**config.mk**
```make
export PLATFORM = sky130hd
export DESIGN_NAME = pss_supervisor
export DESIGN_NICKNAME = d
export VERILOG_FILES = /design/src/core/pss_pkg.sv /design/src/core/pss_sync.sv /design/src/core/pss_supervisor.sv
export VERILOG_INCLUDE_DIRS = /design/src /design/src/core
export SDC_FILE = /design/constraint.sdc
export NUM_CORES = 1
export LEC_CHECK = 0
export ABC_AREA = 1
export BUFFER_PORTS_ARGS = -buffer_cell sky130_fd_sc_hd__buf_2
export CAP_MARGIN = 0
export CORE_UTILIZATION = 35
export DETAILED_ROUTE_END_ITERATION = 6
export SLEW_MARGIN = 20
export SYNTH_ARGS = -nofsm -noshare
export SYNTH_HDL_FRONTEND = slang
export SYNTH_HIERARCHICAL = 1
export SYNTH_SLANG_ARGS = --single-unit
```
**constraint.sdc**
```tcl
create_clock -name clk_sys_in -period 7 [get_ports clk_sys_in]
set_input_delay 1.4 -clock clk_sys_in [delete_from_list [all_inputs] [get_ports clk_sys_in]]
set_output_delay 1.4 -clock clk_sys_in [all_outputs]
set_load 0.02 [all_outputs]
```
**src/core/pss_regs.svh**
```systemverilog
/*
 * register offsets, field positions, reset values and timing counts
 * of the supply supervisor; assumes a 10 MHz system clock
 */
`ifndef PSS_REGS_SVH
`define PSS_REGS_SVH
// ****************************
// offsets
// ****************************
`define PSS_ST_A        8'h00
`define PSS_ST_B        8'h02
`define PSS_ST_C        8'h30
`define PSS_ST_D        8'h40
`define PSS_ST_E        8'h50
`define PSS_ST_F        8'ha0
`define PSS_ST_G        8'ha6
`define PSS_ST_H        8'he5
`define PSS_CTRL        8'h01
`define PSS_MASK        8'h03
`define PSS_FLAGS       8'h04
`define PSS_LINK        8'h05
`define PSS_EXT         8'h06
// ****************************
// reset values and fields
// ****************************
`define PSS_CTRL_RST    8'h00
`define PSS_MASK_RST    8'hff
`define PSS_LINK_RST    8'h1f
`define PSS_EXT_RST     8'h00
`define PSS_B_SEN       0
`define PSS_B_SSEL      1
`define PSS_B_SREQ      2
`define PSS_B_FDIS      3
`define PSS_B_DLY       4
`define PSS_B_XDLY      5
`define PSS_B_XPP       6
`define PSS_B_XP34      7
`define PSS_I2C_ADDR    7'h25
// ****************************
// timing
// ****************************
`define PSS_CLK_NS      100
`define PSS_TICK_NS     500000
`define PSS_TICK_CYC    (`PSS_TICK_NS / `PSS_CLK_NS)
`define PSS_FOFF_NS     100000000
`define PSS_FOFF_TICKS  (`PSS_FOFF_NS / `PSS_TICK_NS)
`define PSS_XDLY_NS     2500000
`define PSS_XDLY_TICKS  (`PSS_XDLY_NS / `PSS_TICK_NS)
`define PSS_RMIN_NS     20000000
`define PSS_RMIN_TICKS  (`PSS_RMIN_NS / `PSS_TICK_NS)
`define PSS_LDO_NS      16000
`define PSS_LDO_CYC     ((`PSS_LDO_NS + `PSS_CLK_NS - 1) / `PSS_CLK_NS)
`define PSS_BUCK_CYC    16
`endif

```
**src/core/pss_pkg.sv**
```systemverilog
/*
 * types of the supply supervisor
 * assumes nothing of its surroundings
 */
`default_nettype none
package pss_pkg;
    typedef enum logic [2:0] {
        I_IDLE  = 3'b000,
        I_ADDR  = 3'b001,
        I_ACKA  = 3'b010,
        I_WR    = 3'b011,
        I_ACKW  = 3'b100,
        I_RD    = 3'b101,
        I_ACKR  = 3'b110
    } pss_i2c_e;
    typedef enum logic {
        F_RUN   = 1'b0,
        F_OFF   = 1'b1
    } pss_fault_e;
endpackage
`default_nettype wire

```
**src/core/pss_sync.sv**
```systemverilog
/*
 * two-flop synchroniser for a vector of levels
 * assumes each bit is an independent level
 */
`default_nettype none
module pss_sync #(
    parameter int W = 1
) (
    input  wire logic         clk_sys_in,
    input  wire logic         rst_n_in,
    input  wire logic [W-1:0] d_in,
    output var  logic [W-1:0] q_out
);
    logic [W-1:0] meta;
    always_ff @(posedge clk_sys_in or negedge rst_n_in) begin
        if (!rst_n_in) begin
            meta  <= '0;
            q_out <= '0;
        end else begin
            meta  <= d_in;
            q_out <= meta;
        end
    end
endmodule
`default_nettype wire

```
**src/core/pss_supervisor.sv**
```systemverilog
/*
 * supply supervisor: scaling select, fault flags, interrupt, reset,
 * external enable, output fault retry and i2c register slave
 * assumes comparators and pins are levels, switch_cycle is a level toggle per cycle
 */
// Contract
// - bucks go to scaled setpoint while scaling trigger active, else primary.
// - scaling is only a setpoint choice, no state change.
// - register scaling off when scaling enable bit is zero.
// - enable 1, source 0: request bit turns scaling on and off.
// - enable 1, source 1: scaled in sleep, request bit ignored.
// - never scaled while in deep sleep.
// - i2c alive above lockout; outputs off until above monitor threshold.
// - below monitor raises interrupt and drops reset, outputs stay on; below lockout turns outputs off.
// - input low status live; its interrupt has its own mask.
// - flags always live; mask gates only the latched fault bit.
// - unmasked fault latches; any latched bit pulls interrupt low.
// - host read clears a bit only once its cause has gone.
// - eight read-to-clear status addresses.
// - interrupt sources: temp, input ov/uv, output uv/ov, current limits.
// - sources masked after reset; software unmasks over i2c.
// - interrupt pin is open drain, pulls low only.
// - reset drops at once on input window loss or linked pok loss.
// - reset releases after 20ms to 100ms programmed delay.
// - external enable source selectable: pok, sleep control, gp pin.
// - pins 1/2 allow 2.5ms delay and push-pull; pins 3/4 not.
// - external power good can trigger regulator startup.
// - output uv/ov turns all outputs off 100ms then restarts.
// - retry repeats until fault clears; disable bit suppresses it.
`default_nettype none
`include "pss_regs.svh"
module pss_supervisor import pss_pkg::*; #(
    parameter int TICK_CYCLES = `PSS_TICK_CYC
) (
    input  wire logic       clk_sys_in,
    input  wire logic       rst_n_in,
    input  wire logic       i2c_scl_in,
    input  wire logic       i2c_sda_in,
    output var  logic       i2c_sda_out,
    output var  logic       i2c_sda_oe_n_out,
    input  wire logic       above_lockout_in,
    input  wire logic       below_monitor_in,
    input  wire logic       above_overvoltage_in,
    input  wire logic       temp_warning_in,
    input  wire logic [4:0] output_uv_in,
    input  wire logic [4:0] output_ov_in,
    input  wire logic [2:0] buck_current_limit_in,
    input  wire logic [1:0] ldo_current_limit_in,
    input  wire logic       switch_cycle_in,
    input  wire logic       soft_start_done_in,
    input  wire logic [4:0] regulator_power_ok_in,
    input  wire logic       external_power_good_in,
    input  wire logic       scaling_pin_in,
    input  wire logic       sleep_state_in,
    input  wire logic       deep_sleep_state_in,
    input  wire logic       gp_trigger_in,
    output var  logic       scaling_active_out,
    output var  logic       outputs_enable_out,
    output var  logic       startup_trigger_out,
    output var  logic       system_reset_n_out,
    output var  logic       interrupt_n_out,
    output var  logic       interrupt_oe_n_out,
    output var  logic       external_supply_enable_out,
    output var  logic       external_supply_enable_oe_n_out
);
    // ****************************
    // input synchronisers
    // ****************************
    logic [32:0] raw;
    logic [32:0] syn;
    logic        scl_s, sda_s, lock_s, mon_s, ovp_s, temp_s, sw_s, ss_s;
    logic        epg_s, pin_s, slp_s, dsl_s, gp_s;
    logic [4:0]  uv_s, ov_s, pok_s;
    logic [2:0]  buck_s;
    logic [1:0]  ldo_s;
    assign raw = {i2c_scl_in, i2c_sda_in, above_lockout_in, below_monitor_in,
                  above_overvoltage_in, temp_warning_in, output_uv_in, output_ov_in,
                  buck_current_limit_in, ldo_current_limit_in, switch_cycle_in,
                  soft_start_done_in, regulator_power_ok_in, external_power_good_in,
                  scaling_pin_in, sleep_state_in, deep_sleep_state_in, gp_trigger_in};
    pss_sync #(.W(33)) u_sync (
        .clk_sys_in (clk_sys_in),
        .rst_n_in   (rst_n_in),
        .d_in       (raw),
        .q_out      (syn)
    );
    assign {scl_s, sda_s, lock_s, mon_s, ovp_s, temp_s, uv_s, ov_s, buck_s, ldo_s,
            sw_s, ss_s, pok_s, epg_s, pin_s, slp_s, dsl_s, gp_s} = syn;

    // ****************************
    // registers and prescaler
    // ****************************
    logic [7:0]  ctrl, mask, link, ext;
    logic [7:0]  fault_lat, live;
    logic        wr_stb, rc_stb;
    logic [7:0]  wr_ptr, wr_data;
    logic [15:0] pre_cnt;
    logic        tick;
    always_ff @(posedge clk_sys_in or negedge rst_n_in) begin
        if (!rst_n_in) begin
            ctrl <= `PSS_CTRL_RST;
            mask <= `PSS_MASK_RST;
            link <= `PSS_LINK_RST;
            ext  <= `PSS_EXT_RST;
        end else if (wr_stb) begin
            if (wr_ptr == `PSS_CTRL) begin
                ctrl <= wr_data;
            end else if (wr_ptr == `PSS_MASK) begin
                mask <= wr_data;
            end else if (wr_ptr == `PSS_LINK) begin
                link <= wr_data;
            end else if (wr_ptr == `PSS_EXT) begin
                ext <= wr_data;
            end
        end
    end
    always_ff @(posedge clk_sys_in or negedge rst_n_in) begin
        if (!rst_n_in) begin
            pre_cnt <= 16'h0000;
            tick    <= 1'b0;
        end else if (pre_cnt == 16'(TICK_CYCLES - 1)) begin
            pre_cnt <= 16'h0000;
            tick    <= 1'b1;
        end else begin
            pre_cnt <= pre_cnt + 16'h0001;
            tick    <= 1'b0;
        end
    end

    // ****************************
    // fault flags and interrupt
    // ****************************
    logic       sw_q;
    logic [4:0] buck_cnt;
    logic [7:0] ldo_cnt;
    always_ff @(posedge clk_sys_in or negedge rst_n_in) begin
        if (!rst_n_in) begin
            sw_q     <= 1'b0;
            buck_cnt <= 5'h00;
            ldo_cnt  <= 8'h00;
        end else begin
            sw_q <= sw_s;
            if (!(|buck_s)) begin
                buck_cnt <= 5'h00;
            end else if (sw_s && !sw_q && buck_cnt != 5'(`PSS_BUCK_CYC)) begin
                buck_cnt <= buck_cnt + 5'h01;
            end
            if (!(|ldo_s)) begin
                ldo_cnt <= 8'h00;
            end else if (ldo_cnt != 8'(`PSS_LDO_CYC)) begin
                ldo_cnt <= ldo_cnt + 8'h01;
            end
        end
    end
    assign live = {1'b0,
                   ss_s && ldo_cnt == 8'(`PSS_LDO_CYC),
                   ss_s && buck_cnt == 5'(`PSS_BUCK_CYC),
                   |ov_s, ss_s && (|uv_s), temp_s, ovp_s, mon_s};
    always_ff @(posedge clk_sys_in or negedge rst_n_in) begin
        if (!rst_n_in) begin
            fault_lat <= 8'h00;
        end else begin
            // clear only gone causes, set wins
            fault_lat <= (fault_lat & ~({8{rc_stb}} & ~live)) | (live & ~mask);
        end
    end
    always_ff @(posedge clk_sys_in or negedge rst_n_in) begin
        if (!rst_n_in) begin
            interrupt_n_out    <= 1'b0;
            interrupt_oe_n_out <= 1'b1;
        end else begin
            interrupt_n_out    <= 1'b0;
            interrupt_oe_n_out <= ~(|fault_lat);
        end
    end

    // ****************************
    // input gating and fault retry
    // ****************************
    logic       mon_ok;
    pss_fault_e fstate;
    logic [7:0] foff_cnt;
    always_ff @(posedge clk_sys_in or negedge rst_n_in) begin
        if (!rst_n_in) begin
            mon_ok <= 1'b0;
        end else if (!lock_s) begin
            mon_ok <= 1'b0;
        end else if (!mon_s) begin
            mon_ok <= 1'b1;
        end
    end
    always_ff @(posedge clk_sys_in or negedge rst_n_in) begin
        if (!rst_n_in) begin
            fstate   <= F_RUN;
            foff_cnt <= 8'h00;
        end else begin
            case (fstate)
                F_RUN: begin
                    foff_cnt <= 8'h00;
                    if (mon_ok && !ctrl[`PSS_B_FDIS] && (|ov_s || (ss_s && |uv_s))) begin
                        fstate <= F_OFF;
                    end
                end
                F_OFF: begin
                    if (!lock_s) begin
                        fstate <= F_RUN;
                    end else if (tick) begin
                        if (foff_cnt == 8'(`PSS_FOFF_TICKS - 1)) begin
                            fstate <= F_RUN;
                        end else begin
                            foff_cnt <= foff_cnt + 8'h01;
                        end
                    end
                end
                default: fstate <= F_RUN;
            endcase
        end
    end
    always_ff @(posedge clk_sys_in or negedge rst_n_in) begin
        if (!rst_n_in) begin
            outputs_enable_out  <= 1'b0;
            startup_trigger_out <= 1'b0;
            scaling_active_out  <= 1'b0;
        end else begin
            outputs_enable_out  <= mon_ok && lock_s && fstate == F_RUN;
            startup_trigger_out <= epg_s && mon_ok && lock_s && fstate == F_RUN;
            scaling_active_out  <= !dsl_s && (pin_s || (ctrl[`PSS_B_SEN] &&
                (ctrl[`PSS_B_SSEL] ? slp_s : ctrl[`PSS_B_SREQ])));
        end
    end

    // ****************************
    // system reset
    // ****************************
    logic       rst_ok;
    logic [7:0] rst_cnt, rst_target;
    logic [2:0] dly_code;
    assign rst_ok = lock_s && !mon_s && !ovp_s && outputs_enable_out &&
                    (&(pok_s | ~link[4:0]));
    assign dly_code = (ctrl[6:4] > 3'h4) ? 3'h4 : ctrl[6:4];
    assign rst_target = 8'(`PSS_RMIN_TICKS * (dly_code + 3'h1));
    always_ff @(posedge clk_sys_in or negedge rst_n_in) begin
        if (!rst_n_in) begin
            rst_cnt            <= 8'h00;
            system_reset_n_out <= 1'b0;
        end else if (!rst_ok) begin
            rst_cnt            <= 8'h00;
            system_reset_n_out <= 1'b0;
        end else if (rst_cnt == rst_target) begin
            system_reset_n_out <= 1'b1;
        end else if (tick) begin
            rst_cnt <= rst_cnt + 8'h01;
        end
    end

    // ****************************
    // external supply enable
    // ****************************
    logic       ext_src, ext_lvl;
    logic [2:0] ext_cnt;
    always_comb begin
        case (ext[4:3])
            2'b00:   ext_src = pok_s[ext[2:0] > 3'h4 ? 3'h4 : ext[2:0]];
            2'b01:   ext_src = !slp_s && !dsl_s;
            default: ext_src = gp_s;
        endcase
    end
    always_ff @(posedge clk_sys_in or negedge rst_n_in) begin
        if (!rst_n_in) begin
            ext_lvl <= 1'b0;
            ext_cnt <= 3'h0;
        end else if (!ext_src) begin
            ext_lvl <= 1'b0;
            ext_cnt <= 3'h0;
        end else if (!ext[`PSS_B_XDLY] || ext[`PSS_B_XP34]) begin
            ext_lvl <= 1'b1;
        end else if (ext_cnt == 3'(`PSS_XDLY_TICKS)) begin
            ext_lvl <= 1'b1;
        end else if (tick) begin
            ext_cnt <= ext_cnt + 3'h1;
        end
    end
    always_ff @(posedge clk_sys_in or negedge rst_n_in) begin
        if (!rst_n_in) begin
            external_supply_enable_out      <= 1'b0;
            external_supply_enable_oe_n_out <= 1'b1;
        end else if (ext[`PSS_B_XPP] && !ext[`PSS_B_XP34]) begin
            external_supply_enable_out      <= ext_lvl;
            external_supply_enable_oe_n_out <= 1'b0;
        end else begin
            external_supply_enable_out      <= 1'b0;
            external_supply_enable_oe_n_out <= ext_lvl;
        end
    end

    // ****************************
    // i2c slave
    // ****************************
    pss_i2c_e   ist;
    logic       scl_q, sda_q, rw, first;
    logic [3:0] bcnt;
    logic [7:0] sh, tx, ptr, rdata;
    logic       is_st;
    wire        st_cond = scl_s && scl_q && sda_q && !sda_s;
    wire        sp_cond = scl_s && scl_q && !sda_q && sda_s;
    wire        rise = scl_s && !scl_q;
    wire        fall = !scl_s && scl_q;
    assign is_st = ptr == `PSS_ST_A || ptr == `PSS_ST_B || ptr == `PSS_ST_C ||
                   ptr == `PSS_ST_D || ptr == `PSS_ST_E || ptr == `PSS_ST_F ||
                   ptr == `PSS_ST_G || ptr == `PSS_ST_H;
    always_comb begin
        if (ptr == `PSS_ST_A) begin
            rdata = fault_lat;
        end else if (ptr == `PSS_CTRL) begin
            rdata = ctrl;
        end else if (ptr == `PSS_MASK) begin
            rdata = mask;
        end else if (ptr == `PSS_FLAGS) begin
            rdata = live;
        end else if (ptr == `PSS_LINK) begin
            rdata = link;
        end else if (ptr == `PSS_EXT) begin
            rdata = ext;
        end else begin
            rdata = 8'h00;
        end
    end
    always_ff @(posedge clk_sys_in or negedge rst_n_in) begin
        if (!rst_n_in) begin
            ist <= I_IDLE; scl_q <= 1'b1; sda_q <= 1'b1; rw <= 1'b0; first <= 1'b0;
            bcnt <= 4'h0; sh <= 8'h00; tx <= 8'h00; ptr <= 8'h00; wr_ptr <= 8'h00;
            wr_data <= 8'h00; wr_stb <= 1'b0; rc_stb <= 1'b0;
            i2c_sda_out <= 1'b0; i2c_sda_oe_n_out <= 1'b1;
        end else begin
            scl_q  <= scl_s;
            sda_q  <= sda_s;
            wr_stb <= 1'b0;
            rc_stb <= 1'b0;
            i2c_sda_out <= 1'b0;
            if (!lock_s || sp_cond) begin
                ist <= I_IDLE;
                i2c_sda_oe_n_out <= 1'b1;
            end else if (st_cond) begin
                ist <= I_ADDR;
                bcnt <= 4'h0;
                i2c_sda_oe_n_out <= 1'b1;
            end else if (rise) begin
                if (ist == I_ADDR || ist == I_WR || ist == I_RD) begin
                    sh   <= {sh[6:0], sda_s};
                    bcnt <= bcnt + 4'h1;
                end else if (ist == I_ACKR && sda_s) begin
                    ist <= I_IDLE;
                end
            end else if (fall) begin
                case (ist)
                    I_ADDR: if (bcnt == 4'h8) begin
                        if (sh[7:1] == `PSS_I2C_ADDR) begin
                            ist <= I_ACKA; rw <= sh[0]; i2c_sda_oe_n_out <= 1'b0;
                        end else begin
                            ist <= I_IDLE;
                        end
                    end
                    I_WR: if (bcnt == 4'h8) begin
                        ist <= I_ACKW; i2c_sda_oe_n_out <= 1'b0; first <= 1'b0;
                        if (first) begin
                            ptr <= sh;
                        end else begin
                            wr_stb <= 1'b1; wr_ptr <= ptr; wr_data <= sh; ptr <= ptr + 8'h01;
                        end
                    end
                    I_ACKW: begin
                        ist <= I_WR; bcnt <= 4'h0; i2c_sda_oe_n_out <= 1'b1;
                    end
                    I_ACKA, I_ACKR: begin
                        bcnt <= 4'h0;
                        if (ist == I_ACKA && !rw) begin
                            ist <= I_WR; first <= 1'b1; i2c_sda_oe_n_out <= 1'b1;
                        end else begin
                            ist <= I_RD; tx <= rdata; ptr <= ptr + 8'h01;
                            rc_stb <= is_st;
                            i2c_sda_oe_n_out <= rdata[7];
                        end
                    end
                    I_RD: if (bcnt == 4'h8) begin
                        ist <= I_ACKR; i2c_sda_oe_n_out <= 1'b1;
                    end else begin
                        tx <= {tx[6:0], 1'b0}; i2c_sda_oe_n_out <= tx[6];
                    end
                    default: ist <= I_IDLE;
                endcase
            end
        end
    end
endmodule
`default_nettype wire

```
==> results.yml, run 1 <==
drt:
  via_per_inst: 4.66
  avgRoutedWirePerCell_um: 13.6
  drc_errors: 0
  wl_met1_um: 9840
  met3_length_um: 786
  vias: 7030
  wl_met2_um: 9470
  drt_pass1_iterations: 7
  postRouteAntennaNets: 0
  highest_layer: "met4"
  drt_wl_total_um: 20500
  drt-initial-drc-count: 457
pwr:
  ir_worst_vdd_mv: 0.167
  p_per_area_nw_per_um2: 249
  p_leak_nw: 5.22
clock_network:
  postCtsHoldBufs: 0
  cts-root-buf: "clkbuf_16"
  path_clk_slew_ns: 0.06
  cts_max_level: 1
  cts_sinks: 219
  cts_resized: 0
  cts_setup_buffers: 0
  clk_latency_ns: 0.52
  cts_buffer_depth: 3
  cts_made_buffers: 24
  cts_tree: "done"
global_route:
  grt_pass1_vias: 6666
  grt_max_degree: 118
  gr-total-overflow: 0
  grt_antenna_before_repair: 0
  grt_pass1_wl_um: 34300
  grtUsageTotal: 0.148
flow_run:
  max_cap_viol_count: 0
worst_setup_path:
  start_kind: "flop"
  cp.arrival_ns: 3.13
  r2r_cells: 13
  endpoint_kind: "flop"
  reg2reg_to: "rst_cnt[1]"
  required_ns: 7.45
  timing.rr.start: "ctrl[6]"
  path_max_fanout: 10
  ff2ff_setup_slack_ns: 4.32
  critPathKind: "reg -> reg"
placement:
  gp_congestion: 0.861
  port_buffers: 42
  dpl.hpwl_um: 14200
floorplanning:
  std_cell_rows: 60
  pin_count: 45
  core-area_sq_um: 27300
  die_h_um: 170
  dieWidth_um: 170
  start_util: 0.361
  dieArea_sq_um: 28800
yosys:
  avgSynthCellArea_sq_um: 9.22
  synth_ff_type: "dfrtp_1"
  yosys_warnings: 6
  yosysTopAreaCell: "dfrtp_1"
  synth.most_common_cell: "nand2_1"
  ys_types: 58
  synth_common_cells: "nand2_1, dfrtp_1, inv_1, o21ai_0, nor2_1"
  yosysSeqAreaShare: 0.560
  syn_area_sq_um: 9830
  synth-edff-count: 0
  syn_inst: 1066
  synth-seq-cells: 219
  synth_top_area_share: 0.512
  async_reset_ff_frac: 1.00
  ys_top_cells_by_area: "dfrtp_1, nand2_1, o21ai_0, inv_1, dfstp_2"
min_path:
  worstHoldStart: "u_sync/meta[15]"
  hold_path_depth: 0
  hold_path.class: "reg -> reg"
  worstHoldEndpoint: "u_sync/q_out[15]"
finish:
  syn2layout_area_growth_pct: 14.5
  num_antenna_cells: 0
  nNetsFinal: 1174
  drive_gt1_frac: 0.147
sta:
  fin_tns_setup_ns: 0
  fin_crit_sh: 0.383
  fmax_ghz: 0.373
  hold_ws_ns: 0.345
  setup_viol: 0
  period_needed_ns: 2.68
  grt_setup_unrepaired: "false"
  hold_violations: 0
  maxSlewHeadroom: 0.438
  finalClockSkew_ns: 0.00822
  worst_slew_pin_slew_ns: 0.837
  maxSlewViolCount: 0
run_status:
  outcome: "complete, no violations"
## stage by stage
stage / total power, mW / setup slack (ns) / std cells / cell area (sq um) / utilization
after floorplan: 1.45 / 4.69 / 1068 / 9840 / -
after detailed placement: 1.52 / 4.37 / 1465 / 10400 / 0.382
after CTS: 2.85 / 4.34 / 1509 / 11200 / 0.413
after global routing: 2.93 / 4.05 / 1509 / 11200 / 0.413
after global placement: 1.51 / 4.38 / 1465 / 10400 / 0.382
final: 2.80 / 4.32 / 1509 / 11200 / 0.413
## layout by cell type, fill, tap and decap left out, drive strengths merged, types with 3 or more instances in the layout
master,count
buf,43
o22ai,5
nand2,245
bufinv,3
conb,3
o211ai,5
nor2,89
xor2,18
a21oi,48
nand3,56
clkinvlp,3
a21boi,3
or2,4
nor3,25
a22oi,3
clkinv,9
inv,138
xnor2,6
nor4,11
o2111ai,3
nand4,23
dfstp,18
o21ai,110
clkbuf,29
o31ai,4
dfrtp,201
ha,20
## kinds of logic after synthesis
| family | synth area share |
|---|---|
| simple gates | 0.217 |
| other cells | 0.000382 |
| mux | 0.00102 |
| flops | 0.560 |
| xor+xnor | 0.0214 |
| compound gates | 0.109 |
| buf+inv | 0.0658 |
| fa+ha+maj | 0.0255 |
## sequential cells by signal, indices dropped and copies added, names as in the netlist, 4 cells and up
name,flops
ptr,8
u_sync/q_out,33
ext,8
sh,8
buck_cnt,5
fault_lat,8
link,8
mask,8
foff_cnt,8
pre_cnt,16
wr_data,8
rst_cnt,8
wr_ptr,8
bcnt,4
ctrl,8
ldo_cnt,8
tx,7
u_sync/meta,33
## worst max-delay path, stage by stage (launching register included)
cell     delay, ns
dfrtp_1       0.43
nor2_1        0.20
ha_1          0.30
ha_1          0.31
ha_1          0.31
nand2_1       0.08
nand3_1       0.06
nor2_1        0.08
nand2_1       0.06
a21oi_1       0.15
nand3_2       0.24
nand2_4       0.20
nand3_1       0.10
nand2_1       0.10
## how the worst max path moves through the flow
stage,slack [ns],cells past startpoint,endpoint,start
finish,4.32,13,rst_cnt[1],ctrl[6]
global route,4.05,15,rst_cnt[0],ctrl[6]
CTS,4.34,13,rst_cnt[1],ctrl[6]
detailed placement,4.37,2,u_sync/meta[22],rst_n_in
global placement,4.38,2,u_sync/q_out[22],rst_n_in
floorplan,4.69,13,rst_cnt[4],ctrl[6]
## per-layer routing
metal  vias to the layer above  track usage
met5                         -            0
met4                         0       0.0372
met3                        32       0.0231
met2                       109        0.237
met1                      3307        0.211
li1                       3582            -
## where the power goes
part / leakage, nW / switching (mW) / internal (mW)
sequential: 2.77 / 0.0347 / 1.32
clock: 0.405 / 0.522 / 0.789
combinational: 2.05 / 0.0913 / 0.0469
## layout make-up
type,count,area (sq um)
Tap cell,372,465
Timing Repair Buffer,43,240
Fill cell,2648,16000
Clock inverter,15,173
Inverter,138,522
Multi-Input combinational cell,693,3690
Sequential cell,219,5500
Clock buffer,29,661
Note: power is estimated with default switching activity, not from simulation.
==> run 2, diff against run 1 <==
- ABC_AREA: 1 -> 0
- clock period: 7 -> 2.4 ns (I/O delays scaled with it)
==> results.yml, run 2 <==
run_status:
  outcome: "complete, no violations"
sta:
  maxSlewHeadroom: 0.564
  maxSlewViolCount: 0
  worst_slew_pin_slew_ns: 0.648
  finalClockSkew_ns: 0.0102
  hold_violations: 0
  grt_setup_unrepaired: "true"
  timing.final.ws_setup_ns: 0.0193
  period_needed_ns: 2.38
  fin_crit_sh: 0.992
  setup_viol: 0
  hold_ws_ns: 0.0693
  fmax_ghz: 0.420
worst_setup_path:
  required_ns: 2.78
  ff2ff_setup_slack_ns: 0.02
  timing.rr.start: "ctrl[6]"
  critPathKind: "reg -> reg"
  reg2reg_to: "rst_cnt[2]"
  start_kind: "flop"
  path_max_fanout: 3
  cp.arrival_ns: 2.76
  r2r_cells: 11
  endpoint_kind: "flop"
drt:
  vias: 6496
  avgRoutedWirePerCell_um: 15.9
  drt_pass1_iterations: 5
  drt-initial-drc-count: 396
  postRouteAntennaNets: 0
  via_per_inst: 5.12
  drt_wl_total_um: 20200
  drc_errors: 0
floorplanning:
  core-area_sq_um: 26300
  start_util: 0.361
  std_cell_rows: 59
  dieArea_sq_um: 27700
  pin_count: 45
  dieWidth_um: 167
  die_h_um: 167
global_route:
  grt_pass1_vias: 6372
  grt_max_degree: 69
  gr-total-overflow: 0
  grt_antenna_before_repair: 0
  grt_pass1_wl_um: 33800
  grtUsageTotal: 0.148
flow_run:
  max_cap_viol_count: 0
finish:
  num_antenna_cells: 0
  layout_common_cells: "dfrtp_1, nand2_1, nor2_1, mux2_2, a21oi_1"
  stdcell_area_sq_um: 11300
  final_common_cell: "dfrtp_1"
  final_util: 0.430
  drive_gt1_frac: 0.230
  nNetsFinal: 970
  syn2layout_area_growth_pct: 19.3
  top_regs: "u_sync/meta (33), u_sync/q_out (33), pre_cnt (16)"
yosys:
  syn_area_sq_um: 9480
  ys_types: 67
  ys_top_cells_by_area: "dfrtp_1, mux2_2, dfstp_2, ha_1, nand2_1"
  synth-seq-cells: 219
  synth_common_cells: "dfrtp_1, nand2_1, nor2_1, mux2_2, a21oi_1"
  async_reset_ff_frac: 1.00
  synth-edff-count: 0
  avgSynthCellArea_sq_um: 11.4
  yosysSeqAreaShare: 0.581
  syn_inst: 828
  synth_ff_type: "dfrtp_1"
  yosysTopAreaCell: "dfrtp_1"
  synth.most_common_cell: "dfrtp_1"
  yosys_warnings: 6
  synth_top_area_share: 0.531
clock_network:
  cts_made_buffers: 24
  clk_latency_ns: 0.51
  cts_sinks: 219
  cts-root-buf: "clkbuf_16"
  path_clk_slew_ns: 0.07
  cts_tree: "done"
  cts_max_level: 1
  cts_buffer_depth: 3
placement:
  port_buffers: 42
  post-place-ws_ns: -0.0738
  placed_area_sq_um: 10400
  gp_congestion: 0.866
  dpl.hpwl_um: 14200
pwr:
  ir_worst_vdd_mv: 0.598
  p_leak_nw: 5.09
  fin_total_pwr_mw: 8.06
  p_per_area_nw_per_um2: 713
min_path:
  hold_path.class: "in -> reg"
  worstHoldStart: "ldo_current_limit_in[0]"
  worstHoldEndpoint: "u_sync/meta[12]"
  hold_path_depth: 1
==> run 2: layout make-up <==
| type | count | area [sq um] |
|---|---|---|
| Fill cell | 2504 | 15000 |
| Sequential cell | 219 | 5500 |
| Multi-Input combinational cell | 553 | 3850 |
| Clock buffer | 31 | 668 |
| Timing Repair Buffer | 84 | 576 |
| Tap cell | 335 | 419 |
| Clock inverter | 13 | 158 |
| Inverter | 33 | 126 |
==> run 2: what timing repair did <==
action,4_1_cts,5_1_grt
buffers inserted,3,0
pin swaps,9,6
hold endpoints to repair,48,0
setup endpoints to repair,3,4
hold buffers,1,0
resized for setup,6,2
==> run 2: worst max-delay path by stage <==
stage / start / slack [ns] / to
floorplan: ctrl[6] / 0.002 / rst_cnt[2]
CTS: ctrl[6] / -0.02 / rst_cnt[2]
detailed placement: ctrl[6] / -0.07 / rst_cnt[1]
global route: ctrl[6] / -0.12 / rst_cnt[2]
finish: ctrl[6] / 0.02 / rst_cnt[2]
global placement: ctrl[6] / -0.03 / rst_cnt[1]
==> run 2: worst max-delay path, stage by stage, from the launching register on <==
cell and delay (ns):
dfrtp_1 0.41, nand2b_4 0.17, inv_4 0.06, ha_4 0.15, xor2_4 0.18, ha_4 0.16, ha_4 0.12, xnor3_1 0.24
xnor2_2 0.18, or3_1 0.39, a31oi_1 0.13, nor3_1 0.06
==> run 2: metrics by stage <==
| stage | TNS, ns | std cells |
|---|---|---|
| after floorplan | 0 | 830 |
| after global placement | -0.0352 | 1220 |
| after detailed placement | -0.168 | 1220 |
| after CTS | -0.0480 | 1268 |
| after global routing | -0.355 | 1268 |
| final | 0 | 1268 |
==> run 2: power breakdown <==
group / internal [mW] / switching [mW] / leakage, nW
Sequential: 3.82 / 0.108 / 2.78
Clock: 2.30 / 1.50 / 0.407
Combinational: 0.139 / 0.187 / 1.91
==> run 2: layer usage <==
layer	wire [um]	part of all wire	global-route usage
met5	0	0	0
met4	535	0.027	0.0427
met3	844	0.042	0.0221
met2	9170	0.45	0.233
met1	9620	0.48	0.213
==> run 2: kinds of logic after synthesis <==
family,synth area share
fa+ha+maj,0.0264
compound gates,0.0966
xor+xnor,0.0458
flops,0.581
buf+inv,0.0247
simple gates,0.156
mux,0.0696
other cells,0.000396
==> run 3, diff against run 2 <==
- GPL_TIMING_DRIVEN: default -> 0
- clock period: 2.4 -> 2.6 ns (I/O delays scaled with it)
==> results.yml, run 3 (synthesized netlist as in run 2, its figures left out) <==
global_route:
  grt_pass1_wl_um: 33800
  gr-total-overflow: 0
  met2_usage: 0.239
  grt_pass1_vias: 6529
  grt.met1_usage: 0.211
  grtUsageTotal: 0.149
  grt_max_degree: 100
  grt_most_used_layer: "met2"
  grt_antenna_before_repair: 0
  use_met3: 0.0212
sta:
  maxSlewViolCount: 0
  grt_setup_unrepaired: "true"
  worst_slew_pin_slew_ns: 0.973
  timing.final.ws_setup_ns: 0.0774
  maxSlewHeadroom: 0.347
  fin_crit_sh: 0.970
  setup_viol: 0
  period_needed_ns: 2.52
  finalClockSkew_ns: 0.0169
  fmax_ghz: 0.396
  hold_ws_ns: 0.0843
  hold_violations: 0
clock_network:
  cts_made_buffers: 24
  clk_latency_ns: 0.54
  cts_buffer_depth: 3
  cts_max_level: 1
  cts_sinks: 219
  cts_tree: "done"
  cts-root-buf: "clkbuf_16"
  path_clk_slew_ns: 0.06
drt:
  drc_errors: 1
  avgRoutedWirePerCell_um: 15.8
  via_per_inst: 5.10
  vias: 6423
  drt_pass1_iterations: 7
  postRouteAntennaNets: 0
  drt_wl_total_um: 19900
  drt-initial-drc-count: 530
finish:
  top_regs: "u_sync/meta (33), u_sync/q_out (33), pre_cnt (16)"
  fillers: 2457
  final_common_cell: "dfrtp_1"
  syn2layout_area_growth_pct: 18.1
  multi_input_area_sq_um: 3830
  seqCellArea_sq_um: 5500
  final_util: 0.426
  layout_common_cells: "dfrtp_1, nand2_1, nor2_1, mux2_2, a21oi_1"
  drive_gt1_frac: 0.203
  nNetsFinal: 961
  num_antenna_cells: 0
worst_setup_path:
  cp.arrival_ns: 2.91
  required_ns: 2.99
  path_max_fanout: 3
  critPathKind: "reg -> reg"
  start_kind: "flop"
  r2r_cells: 11
  endpoint_kind: "flop"
run_status:
  violations: "DRC"
  outcome: "finished, violations left"
min_path:
  hold_path_depth: 1
  hold_path.class: "in -> reg"
flow_run:
  max_cap_viol_count: 0
pwr:
  ir_worst_vdd_mv: 0.542
  p_leak_nw: 4.99
  fin_total_pwr_mw: 7.51
  p_per_area_nw_per_um2: 671
floorplanning:
  start_util: 0.361
  dieWidth_um: 167
  dieArea_sq_um: 27700
  std_cell_rows: 59
  core-area_sq_um: 26300
  pin_count: 45
  die_h_um: 167
placement:
  gp_congestion: 0.836
  dpl.hpwl_um: 13500
  post-place-ws_ns: -0.174
  port_buffers: 42
[run 3: cell types whose count changed in the layout (fill, tap and decap cells not counted), moves of 3 or more]
cell	previous run	this run
buf_4	38	8
clkbuf_1	4	21
clkbuf_8	2	10
clkbuf_2	0	4
clkinv_2	5	1
buf_12	3	0
[run 3: power breakdown]
group	internal, mW	switching [mW]
Combinational	0.128	0.179
Sequential	3.53	0.0932
Clock	2.20	1.38
[run 3: metrics by stage]
stage | TNS, ns | cells | cell area [sq um]
2_1_floorplan | 0 | 830 | 9480
3_3_place_gp | -583.21 | 1207 | 10100
4_1_cts | 0 | 1258 | 11100
3_5_place_dp | -0.331 | 1209 | 10200
6_report | 0 | 1259 | 11200
5_1_grt | -0.0349 | 1259 | 11200
[run 3: critical path, cell delays in order, from the launching register on]
cell and delay [ns]:
dfrtp_2 0.42, nand2b_4 0.15, inv_2 0.08, ha_4 0.15
xor2_4 0.18, ha_1 0.22, ha_4 0.14, xnor3_1 0.24
xnor2_2 0.19, or3_1 0.38, a31oi_1 0.17, nor3_1 0.06
[run 3: final timing paths]
kind                                  from               end  slack, ns
max                                ctrl[6]        rst_cnt[2]       0.08
min                        output_uv_in[4]   u_sync/meta[26]       0.08
max reg2reg                        ctrl[6]        rst_cnt[2]       0.08
min reg2reg                u_sync/meta[14]  u_sync/q_out[14]       0.35
max in group asynchronous         rst_n_in           link[2]       1.37
min in group asynchronous         rst_n_in           link[5]       0.45
[run 3: layer usage]
layer,vias to the layer above,share of wire
li1,3097,-
met4,0,0.021
met2,126,0.46
met1,3172,0.48
met5,-,0
met3,28,0.038
[run 3: what timing repair did]
action / in CTS / in global routing
endpoints found under the hold margin: 27 / 0
pin swaps: 2 / 5
hold buffers: 1 / 0
gates resized for setup: 6 / 12
setup endpoints to repair: 7 / 27
buffers inserted: 4 / 2
[run 3: area by class of cell]
class / instances / share of cell area
Sequential cell: 219 / 0.492
Multi-Input combinational cell: 553 / 0.343
Clock buffer: 38 / 0.0673
Tap cell: 335 / 0.0375
Timing Repair Buffer: 51 / 0.0295
Inverter: 33 / 0.0111
Clock inverter: 6 / 0.0101
Buffer: 24 / 0.00984
